===== src/hdl/sbt_defs.vh =====
// Constants for the sixteen bit timer: register offsets, field positions, codes.
// Assumes inclusion by bare name from the timer design file only.
`ifndef SBT_DEFS_VH
`define SBT_DEFS_VH
`define SBT_IDX_MODE        8'h06
`define SBT_IDX_EDGE        8'h0C
`define SBT_IDX_CNT         8'h10
`define SBT_IDX_FLAG        8'h11
`define SBT_ADDR_W          12
`define SBT_SRC_HI          7
`define SBT_SRC_LO          5
`define SBT_PRE_HI          4
`define SBT_PRE_LO          3
`define SBT_BIT_HI          2
`define SBT_BIT_LO          0
`define SBT_EDGE_BIT        5
`define SBT_FLAG_BIT        2
`define SBT_SRC_STOP        3'h0
`define SBT_SRC_SYS         3'h1
`define SBT_SRC_RSVD        3'h2
`define SBT_SRC_PA4         3'h3
`define SBT_SRC_HIGH_RC     3'h4
`define SBT_SRC_XTAL        3'h5
`define SBT_SRC_LOW_RC      3'h6
`define SBT_SRC_PA0         3'h7
`define SBT_BASE_BIT        4'h8
`define SBT_MODE_RST        8'h00
`define SBT_EDGE_RST        8'h00
`define SBT_RESP_OKAY       2'h0
`define SBT_RESP_SLVERR     2'h2
`endif


===== src/hdl/sbt_timer.v =====
// Sixteen bit up-counting timer with clock source select, prescaler and bit-edge event.
// Assumes an AXI4-Lite master on SYS_CLK; oscillator and pin clocks arrive as asynchronous
// levels and are sampled, so each must run below a quarter of SYS_CLK.
//
// Function
// [RL1] Mode bits 7..5 pick the clock: stop, sys, reserved, A4, high RC, crystal, low RC, A0.
// [RL2] Mode bits 4..3 divide the chosen clock by 1, 4, 16 or 64.
// [RL3] Mode bits 2..0 pick counter bit 8 through 15 as the event source.
// [RL4] Counter counts up one per prescaled tick and holds while stopped.
// [RL5] Store writes a 16-bit start value; load reads the current count.
// [RL6] Edge register bit 5 at 0x0C picks rising or falling event transition.
// [RL7] The event sets flag bit 2 of the interrupt request register.
// [RL8] Free-running event rate is source over prescale over two to n plus one.
// [RL9] Overflow seen at the selected bit raises the event; mux feeds prescaler.
// [RL10] Counter wraps from 0xFFFF to 0x0000 and keeps counting.
`include "sbt_defs.vh"
`timescale 1ns/1ps
`default_nettype none
module sbt_timer (
  input  wire        SYS_CLK,
  input  wire        RST,
  input  wire        EXT_XTAL_CLK,
  input  wire        INTERNAL_HIGH_RC_CLOCK,
  input  wire        INTERNAL_LOW_RC_CLOCK,
  input  wire        PIN_A4,
  input  wire        PIN_A0,
  input  wire [11:0] S_AXI_AWADDR,
  input  wire        S_AXI_AWVALID,
  output wire        S_AXI_AWREADY,
  input  wire [31:0] S_AXI_WDATA,
  input  wire [3:0]  S_AXI_WSTRB,
  input  wire        S_AXI_WVALID,
  output wire        S_AXI_WREADY,
  output reg  [1:0]  S_AXI_BRESP,
  output reg         S_AXI_BVALID,
  input  wire        S_AXI_BREADY,
  input  wire [11:0] S_AXI_ARADDR,
  input  wire        S_AXI_ARVALID,
  output wire        S_AXI_ARREADY,
  output reg  [31:0] S_AXI_RDATA,
  output reg  [1:0]  S_AXI_RRESP,
  output reg         S_AXI_RVALID,
  input  wire        S_AXI_RREADY,
  output wire        TIMER_EVENT
);
  // Asynchronous clock levels: two flops each, then an edge detector on the second.
  wire [4:0] async_in;
  reg  [4:0] sync1_q;
  reg  [4:0] sync2_q;
  reg  [4:0] sync3_q;
  wire [4:0] rise;
  assign async_in = {PIN_A0, INTERNAL_LOW_RC_CLOCK, EXT_XTAL_CLK, INTERNAL_HIGH_RC_CLOCK, PIN_A4};
  genvar g;
  generate
    for (g = 0; g < 5; g = g + 1) begin : g_sync
      always @(posedge SYS_CLK) begin
        if (RST) begin
          sync1_q[g] <= 1'b0;
          sync2_q[g] <= 1'b0;
          sync3_q[g] <= 1'b0;
        end else begin
          sync1_q[g] <= async_in[g];
          sync2_q[g] <= sync1_q[g];
          sync3_q[g] <= sync2_q[g];
        end
      end
      assign rise[g] = sync2_q[g] & ~sync3_q[g];
    end
  endgenerate

  reg  [7:0]  mode_q;
  reg  [7:0]  mode_d;
  reg  [7:0]  edge_q;
  reg  [7:0]  edge_d;
  reg  [15:0] cnt_q;
  reg  [15:0] cnt_d;
  reg         flag_q;
  reg         flag_d;
  reg  [5:0]  pre_q;
  reg  [5:0]  pre_d;
  reg         sel_bit_q;
  reg         sel_bit_d;

  wire [15:0] load_val;
  wire [2:0]  src;
  wire [1:0]  pre_sel;
  wire [2:0]  bit_sel;
  wire [3:0]  bit_idx;
  reg         src_tick;
  reg         pre_tick;
  wire        sel_bit;
  wire        sel_rise;
  wire        sel_fall;
  wire        load_bit;
  wire        evt;
  wire        clr_flag;

  assign src     = mode_q[`SBT_SRC_HI:`SBT_SRC_LO];
  assign pre_sel = mode_q[`SBT_PRE_HI:`SBT_PRE_LO];
  assign bit_sel = mode_q[`SBT_BIT_HI:`SBT_BIT_LO];
  assign bit_idx = `SBT_BASE_BIT + {1'b0, bit_sel}; // RL3

  // The reserved code behaves as stopped so no undefined clock reaches the counter.
  always @* begin
    case (src) // RL1 RL9
      `SBT_SRC_SYS:     src_tick = 1'b1;
      `SBT_SRC_PA4:     src_tick = rise[0];
      `SBT_SRC_HIGH_RC: src_tick = rise[1];
      `SBT_SRC_XTAL:    src_tick = rise[2];
      `SBT_SRC_LOW_RC:  src_tick = rise[3];
      `SBT_SRC_PA0:     src_tick = rise[4];
      default:          src_tick = 1'b0;
    endcase
  end

  // The prescaler runs free on source ticks; only the low bits of the chosen ratio matter.
  always @* begin
    case (pre_sel) // RL2
      2'h0:    pre_tick = src_tick;
      2'h1:    pre_tick = src_tick & (pre_q[1:0] == 2'h3);
      2'h2:    pre_tick = src_tick & (pre_q[3:0] == 4'hF);
      default: pre_tick = src_tick & (pre_q == 6'h3F);
    endcase
  end

  assign sel_bit  = cnt_q[bit_idx]; // RL3
  assign sel_rise = ~sel_bit_q & sel_bit;
  assign sel_fall = sel_bit_q & ~sel_bit;
  // Rising or falling transition of the chosen bit, per edge register bit 5.
  assign evt = edge_q[`SBT_EDGE_BIT] ? sel_fall : sel_rise; // RL6 RL8 RL9
  assign TIMER_EVENT = flag_q;

  // Bus slave: one write and one read at a time; address and data taken together.
  // Taking both halves of a write at one edge keeps the slave free of a holding buffer.
  wire        aw_go;
  wire        ar_go;
  wire        wr_cnt;
  wire [7:0]  widx;
  wire [7:0]  ridx;
  reg         rd_hit;
  reg         wr_hit;
  reg         bvalid_d;
  reg  [1:0]  bresp_d;
  reg         rvalid_d;
  reg  [1:0]  rresp_d;
  reg  [31:0] rdata_d;
  reg  [31:0] rd_word;

  assign S_AXI_AWREADY = S_AXI_AWVALID & S_AXI_WVALID & ~S_AXI_BVALID;
  assign S_AXI_WREADY  = S_AXI_AWREADY;
  assign aw_go         = S_AXI_AWREADY;
  assign S_AXI_ARREADY = S_AXI_ARVALID & ~S_AXI_RVALID;
  assign ar_go         = S_AXI_ARREADY;
  assign widx   = S_AXI_AWADDR[9:2];
  assign ridx   = S_AXI_ARADDR[9:2];
  assign wr_cnt = aw_go & (widx == `SBT_IDX_CNT);

  always @* begin
    case (widx)
      `SBT_IDX_MODE: wr_hit = 1'b1;
      `SBT_IDX_EDGE: wr_hit = 1'b1;
      `SBT_IDX_CNT:  wr_hit = 1'b1;
      `SBT_IDX_FLAG: wr_hit = 1'b1;
      default:       wr_hit = 1'b0;
    endcase
  end

  always @* begin
    case (ridx)
      `SBT_IDX_MODE: rd_hit = 1'b1;
      `SBT_IDX_EDGE: rd_hit = 1'b1;
      `SBT_IDX_CNT:  rd_hit = 1'b1;
      `SBT_IDX_FLAG: rd_hit = 1'b1;
      default:       rd_hit = 1'b0;
    endcase
  end

  always @* begin
    mode_d = mode_q;
    if (aw_go && S_AXI_WSTRB[0] && widx == `SBT_IDX_MODE) begin
      mode_d = S_AXI_WDATA[7:0]; // RL1 RL2 RL3
    end
  end

  always @* begin
    edge_d = edge_q;
    if (aw_go && S_AXI_WSTRB[0] && widx == `SBT_IDX_EDGE) begin
      edge_d = S_AXI_WDATA[7:0]; // RL6
    end
  end

  assign load_val = {S_AXI_WSTRB[1] ? S_AXI_WDATA[15:8] : cnt_q[15:8],
                     S_AXI_WSTRB[0] ? S_AXI_WDATA[7:0]  : cnt_q[7:0]}; // RL5
  assign load_bit = load_val[bit_idx];

  // A store restarts the prescaler so the first tick after it is full length.
  always @* begin
    cnt_d     = cnt_q;
    pre_d     = pre_q;
    sel_bit_d = sel_bit;
    if (wr_cnt) begin
      cnt_d     = load_val; // RL5
      pre_d     = 6'h00;
      // The loaded value becomes the new reference, so the load itself fires no event.
      sel_bit_d = load_bit;
    end else begin
      if (src_tick) begin
        pre_d = pre_q + 6'h01;
      end
      if (pre_tick) begin
        cnt_d = cnt_q + 16'h0001; // RL4 RL10
      end
    end
  end

  // Set wins over a clear written in the same cycle.
  assign clr_flag = aw_go && (widx == `SBT_IDX_FLAG) && S_AXI_WSTRB[0] &&
                    S_AXI_WDATA[`SBT_FLAG_BIT];
  always @* begin
    flag_d = flag_q;
    if (evt & ~wr_cnt) begin
      flag_d = 1'b1; // RL7
    end else if (clr_flag) begin
      flag_d = 1'b0;
    end
  end

  always @* begin
    bvalid_d = S_AXI_BVALID;
    bresp_d  = S_AXI_BRESP;
    if (aw_go) begin
      bvalid_d = 1'b1;
      bresp_d  = wr_hit ? `SBT_RESP_OKAY : `SBT_RESP_SLVERR;
    end else if (S_AXI_BREADY) begin
      bvalid_d = 1'b0;
    end
  end

  always @* begin
    case (ridx)
      `SBT_IDX_MODE: rd_word = {24'h000000, mode_q};
      `SBT_IDX_EDGE: rd_word = {24'h000000, edge_q};
      `SBT_IDX_CNT:  rd_word = {16'h0000, cnt_q}; // RL5
      `SBT_IDX_FLAG: rd_word = {29'h0000000, flag_q, 2'h0};
      default:       rd_word = 32'h00000000;
    endcase
  end

  always @* begin
    rvalid_d = S_AXI_RVALID;
    rresp_d  = S_AXI_RRESP;
    rdata_d  = S_AXI_RDATA;
    if (ar_go) begin
      rvalid_d = 1'b1;
      rresp_d  = rd_hit ? `SBT_RESP_OKAY : `SBT_RESP_SLVERR;
      rdata_d  = rd_word;
    end else if (S_AXI_RREADY) begin
      rvalid_d = 1'b0;
    end
  end

  always @(posedge SYS_CLK) begin
    if (RST) begin
      mode_q <= `SBT_MODE_RST;
      edge_q <= `SBT_EDGE_RST;
    end else begin
      mode_q <= mode_d;
      edge_q <= edge_d;
    end
  end

  always @(posedge SYS_CLK) begin
    if (RST) begin
      cnt_q     <= 16'h0000;
      pre_q     <= 6'h00;
      sel_bit_q <= 1'b0;
    end else begin
      cnt_q     <= cnt_d;
      pre_q     <= pre_d;
      sel_bit_q <= sel_bit_d;
    end
  end

  always @(posedge SYS_CLK) begin
    if (RST) begin
      flag_q <= 1'b0;
    end else begin
      flag_q <= flag_d;
    end
  end

  always @(posedge SYS_CLK) begin
    if (RST) begin
      S_AXI_BVALID <= 1'b0;
      S_AXI_BRESP  <= `SBT_RESP_OKAY;
      S_AXI_RVALID <= 1'b0;
      S_AXI_RRESP  <= `SBT_RESP_OKAY;
      S_AXI_RDATA  <= 32'h00000000;
    end else begin
      S_AXI_BVALID <= bvalid_d;
      S_AXI_BRESP  <= bresp_d;
      S_AXI_RVALID <= rvalid_d;
      S_AXI_RRESP  <= rresp_d;
      S_AXI_RDATA  <= rdata_d;
    end
  end
endmodule
`default_nettype wire


===== config.mk =====
export PLATFORM = sky130hd
export DESIGN_NAME = sbt_timer
export DESIGN_NICKNAME = d
export VERILOG_FILES = /design/src/hdl/sbt_timer.v
export VERILOG_INCLUDE_DIRS = /design/src /design/src/hdl
export SDC_FILE = /design/constraint.sdc
export NUM_CORES = 1
export LEC_CHECK = 0
export BUFFER_PORTS_ARGS = -buffer_cell sky130_fd_sc_hd__buf_2
export CAP_MARGIN = 30
export CORE_MARGIN = 4
export CORE_UTILIZATION = 40
export DETAILED_ROUTE_END_ITERATION = 12
export PLACE_DENSITY = 0.71
export SYNTH_ARGS = -nofsm -noshare
export SYNTH_HDL_FRONTEND = slang
export SYNTH_SLANG_ARGS = --single-unit

===== constraint.sdc =====
create_clock -name SYS_CLK -period 3.7 [get_ports SYS_CLK]
set_clock_uncertainty 0.1 [all_clocks]
set_input_delay 0.37 -clock SYS_CLK [delete_from_list [all_inputs] [get_ports SYS_CLK]]
set_output_delay 0.37 -clock SYS_CLK [all_outputs]
set_load 0.005 [all_outputs]

==> results.json <==
{
  "drive_gt1_frac": 0.247,
  "synth_flop_cell": "dfxtp_1",
  "maxSlewHeadroom": 0.482,
  "multiInputGateArea_sq_um": 2080,
  "clk_pin_slew_ps": 90,
  "switching_share": 0.274,
  "cts_tree": "built",
  "p_switching_mw": 0.422,
  "rows": 35,
  "coreArea_sq_um": 9240,
  "status": "completed",
  "vias_per_cell": 5.35,
  "critPathKind": "reg2reg",
  "required_ps": 3870,
  "ys_warn_count": 0,
  "antenna_left": 0,
  "io_buffers": 69,
  "peakVddDrop_v": 0.000287,
  "die_h_microns": 105,
  "yosysSeqAreaShare": 0.397,
  "clock.fmax_ghz": 0.395,
  "r2r_start": "mode_q[3]",
  "gp_congestion": 0.822,
  "routed_wirelength_mm": 9.23,
  "clk_latency_ps": 360,
  "drv_cap": 0,
  "final_core_util": 0.470,
  "syn_inst": 411,
  "cts_resized": 0,
  "grt_max_degree": 40,
  "report.final.slew_viol_count": 0,
  "cts_buffers": 9,
  "rr_worst_depth": 7,
  "path_cells": "inv_1, ha_1, a31oi_1, a21oi_4, nor3_2, a221oi_2, a311oi_2",
  "tightest_slew_ps": 770,
  "fill_cells": 906,
  "cp_max_fo": 12,
  "start_util": 0.410,
  "critPathLaunchType": "register",
  "endpoint_kind": "register",
  "cp_slowest_cell": "nor3_2",
  "htreeDepth": 3,
  "routedWlPerCell_microns": 15.1,
  "period_minus_slack_ps": 2530,
  "fp.dieW_microns": 105,
  "hp-class": "in2reg",
  "dp_hpwl_mm": 6.82,
  "power_leakage_nw": 1.67,
  "area_growth_pct": 14.7,
  "cts_setup_buffers": 0,
  "power_density_nw_per_um2": 355,
  "seq_area_sq_um": 1500,
  "pwr-share-comb": 0.065,
  "synth_edf_count": 0,
  "vias": 3262,
  "cts_root_buf": "clkbuf_8",
  "ys_ff_latch": 75,
  "syn_area_sq_um": 3790,
  "finalSetupTns_ps": 0,
  "grt_setup_unrepaired": "no",
  "grt_usage": 0.170,
  "ys_async_sr_fraction": 0,
  "finalSetupViolCount": 0,
  "antenna_cells": 0,
  "intPower_mw": 1.12,
  "clk_path_buf_depth": 2,
  "ioPinCount": 114,
  "min_from": "INTERNAL_HIGH_RC_CLOCK",
  "first_iter_violations": 267,
  "dr.pass1.iters": 5,
  "finalHoldViolCount": 0,
  "overflow": 0,
  "drc": 0,
  "pwr-share-seq": 0.535,
  "hold_end": "sync1_q[1]",
  "postCtsHoldBufs": 0,
  "max_stage_delay_ps": 610,
  "pwr-share-clk": 0.400,
  "arrival_ps": 2700,
  "grt_pass1_wl_mm": 15.2,
  "hold_depth": 2,
  "finalNetCount": 553,
  "ys_types": 65,
  "die_area_sq_um": 11100,
  "reg2reg_slack_ps": 1170,
  "r2r-end": "cnt_q[6]",
  "period_share": 0.685,
  "cts.sinks": 75,
  "antenna_found_initial": 0,
  "synth.avg_cell_area_sq_um": 9.21,
  "grt_pass1_vias": 3191
}
-- worst max-delay path, delay by kind of cell (launching register included) --
| family | cells | cell delay [ps] |
|---|---|---|
| compound gates | 4 | 930 |
| simple gates | 1 | 610 |
| flops | 1 | 410 |
| fa+ha+maj | 1 | 320 |
| buf+inv | 1 | 90 |
-- layout by cell type, fill, tap and decap left out, types with 15 or more instances in the layout --
| master | count |
|---|---|
| a21oi_1 | 22 |
| buf_2 | 69 |
| conb_1 | 18 |
| dfxtp_1 | 75 |
| mux2i_1 | 21 |
| nand2_1 | 30 |
| nand3_1 | 20 |
| nor2_1 | 43 |
| nor2b_1 | 21 |
| o21ai_0 | 15 |
-- power groups by stage --
| stage | registers, mW | clock network, mW | logic [mW] |
|---|---|---|---|
| 4_1_cts | 0.825 | 0.637 | 0.100 |
| 3_5_place_dp | 0.844 | 0 | 0.0999 |
| 2_1_floorplan | 0.843 | 0 | 0.0670 |
| 6_report | 0.825 | 0.616 | 0.101 |
| 3_3_place_gp | 0.844 | 0 | 0.0976 |
| 5_1_grt | 0.828 | 0.669 | 0.113 |
-- how the worst max path moves through the flow --
stage,cells after the start,start,slack [ps],to
2_1_floorplan,7,mode_q[3],1650,cnt_q[1]
3_3_place_gp,7,mode_q[3],1280,cnt_q[6]
3_5_place_dp,7,mode_q[3],1210,cnt_q[6]
4_1_cts,7,mode_q[3],1180,cnt_q[6]
5_1_grt,7,mode_q[3],970,cnt_q[11]
6_report,7,mode_q[3],1170,cnt_q[6]
-- Yosys cell counts (all sizes together), types with 2 or more instances --
| library cell | instances | area, sq um |
|---|---|---|
| a211o | 3 | 26.3 |
| a211oi | 9 | 77.6 |
| a21oi | 23 | 126 |
| a221oi | 3 | 32.5 |
| a222oi | 7 | 70.1 |
| a311oi | 2 | 23.8 |
| a31oi | 3 | 18.8 |
| a32oi | 4 | 42.6 |
| and2 | 4 | 25.0 |
| and4 | 2 | 20.0 |
| buf | 26 | 189 |
| clkbuf | 9 | 33.8 |
| dfxtp | 75 | 1500 |
| ha | 5 | 62.6 |
| inv | 13 | 48.8 |
| mux2 | 4 | 45.0 |
| mux2i | 21 | 210 |
| mux4 | 5 | 113 |
| nand2 | 30 | 113 |
| nand2b | 5 | 31.3 |
| nand3 | 21 | 118 |
| nand3b | 3 | 22.5 |
| nand4 | 5 | 37.5 |
| nor2 | 44 | 168 |
| nor2b | 21 | 131 |
| nor3 | 14 | 91.3 |
| nor3b | 3 | 27.5 |
| nor4 | 4 | 52.6 |
| o21ai | 15 | 75.1 |
| xnor2 | 10 | 87.6 |
-- through the flow --
step / instance area (sq um) / power [mW] / setup WS, ps / std cells / hold WS [ps]
floorplan: 3850 / 0.910 / 1650 / 428 / 314
global placement: 4160 / 0.941 / 1280 / 594 / 316
detailed placement: 4160 / 0.944 / 1210 / 594 / 321
CTS: 4340 / 1.56 / 1180 / 610 / 86.9
global route: 4340 / 1.61 / 974 / 610 / 98.8
finish: 4340 / 1.54 / 1170 / 610 / 112
-- registers in the layout, indices dropped and copies added, names as in the netlist --
signal,flops
mode_q,8
cnt_q,16
sync1_q,5
pre_q,6
sel_bit_q,1
S_AXI_RRESP,1
S_AXI_BRESP,1
S_AXI_RDATA,16
sync3_q,5
TIMER_EVENT,1
edge_q,8
S_AXI_BVALID,1
sync2_q,5
S_AXI_RVALID,1
-- metal layers --
metal | wire length, microns | global-route usage
met3 | 809 | 0.0570
met4 | 172 | 0.0609
met2 | 4230 | 0.264
met5 | 0 | 0
met1 | 4020 | 0.219
-- kinds of logic after synthesis --
family          count (synthesis)  synth area share
compound gates                 79             0.156
buf+inv                        48            0.0717
xor+xnor                       11            0.0254
fa+ha+maj                       5            0.0165
simple gates                  162             0.235
mux                            30            0.0972
flops                          75             0.397
other cells                     1          0.000990
-- area by class of cell --
| cell class | instances | area share |
|---|---|---|
| Tap cell | 129 | 0.0372 |
| Multi-Input combinational cell | 305 | 0.478 |
| Clock buffer | 9 | 0.0285 |
| Inverter | 13 | 0.0112 |
| Timing Repair Buffer | 72 | 0.0847 |
| Clock inverter | 7 | 0.0147 |
| Sequential cell | 75 | 0.346 |
Power figures use the tool's default switching activity.
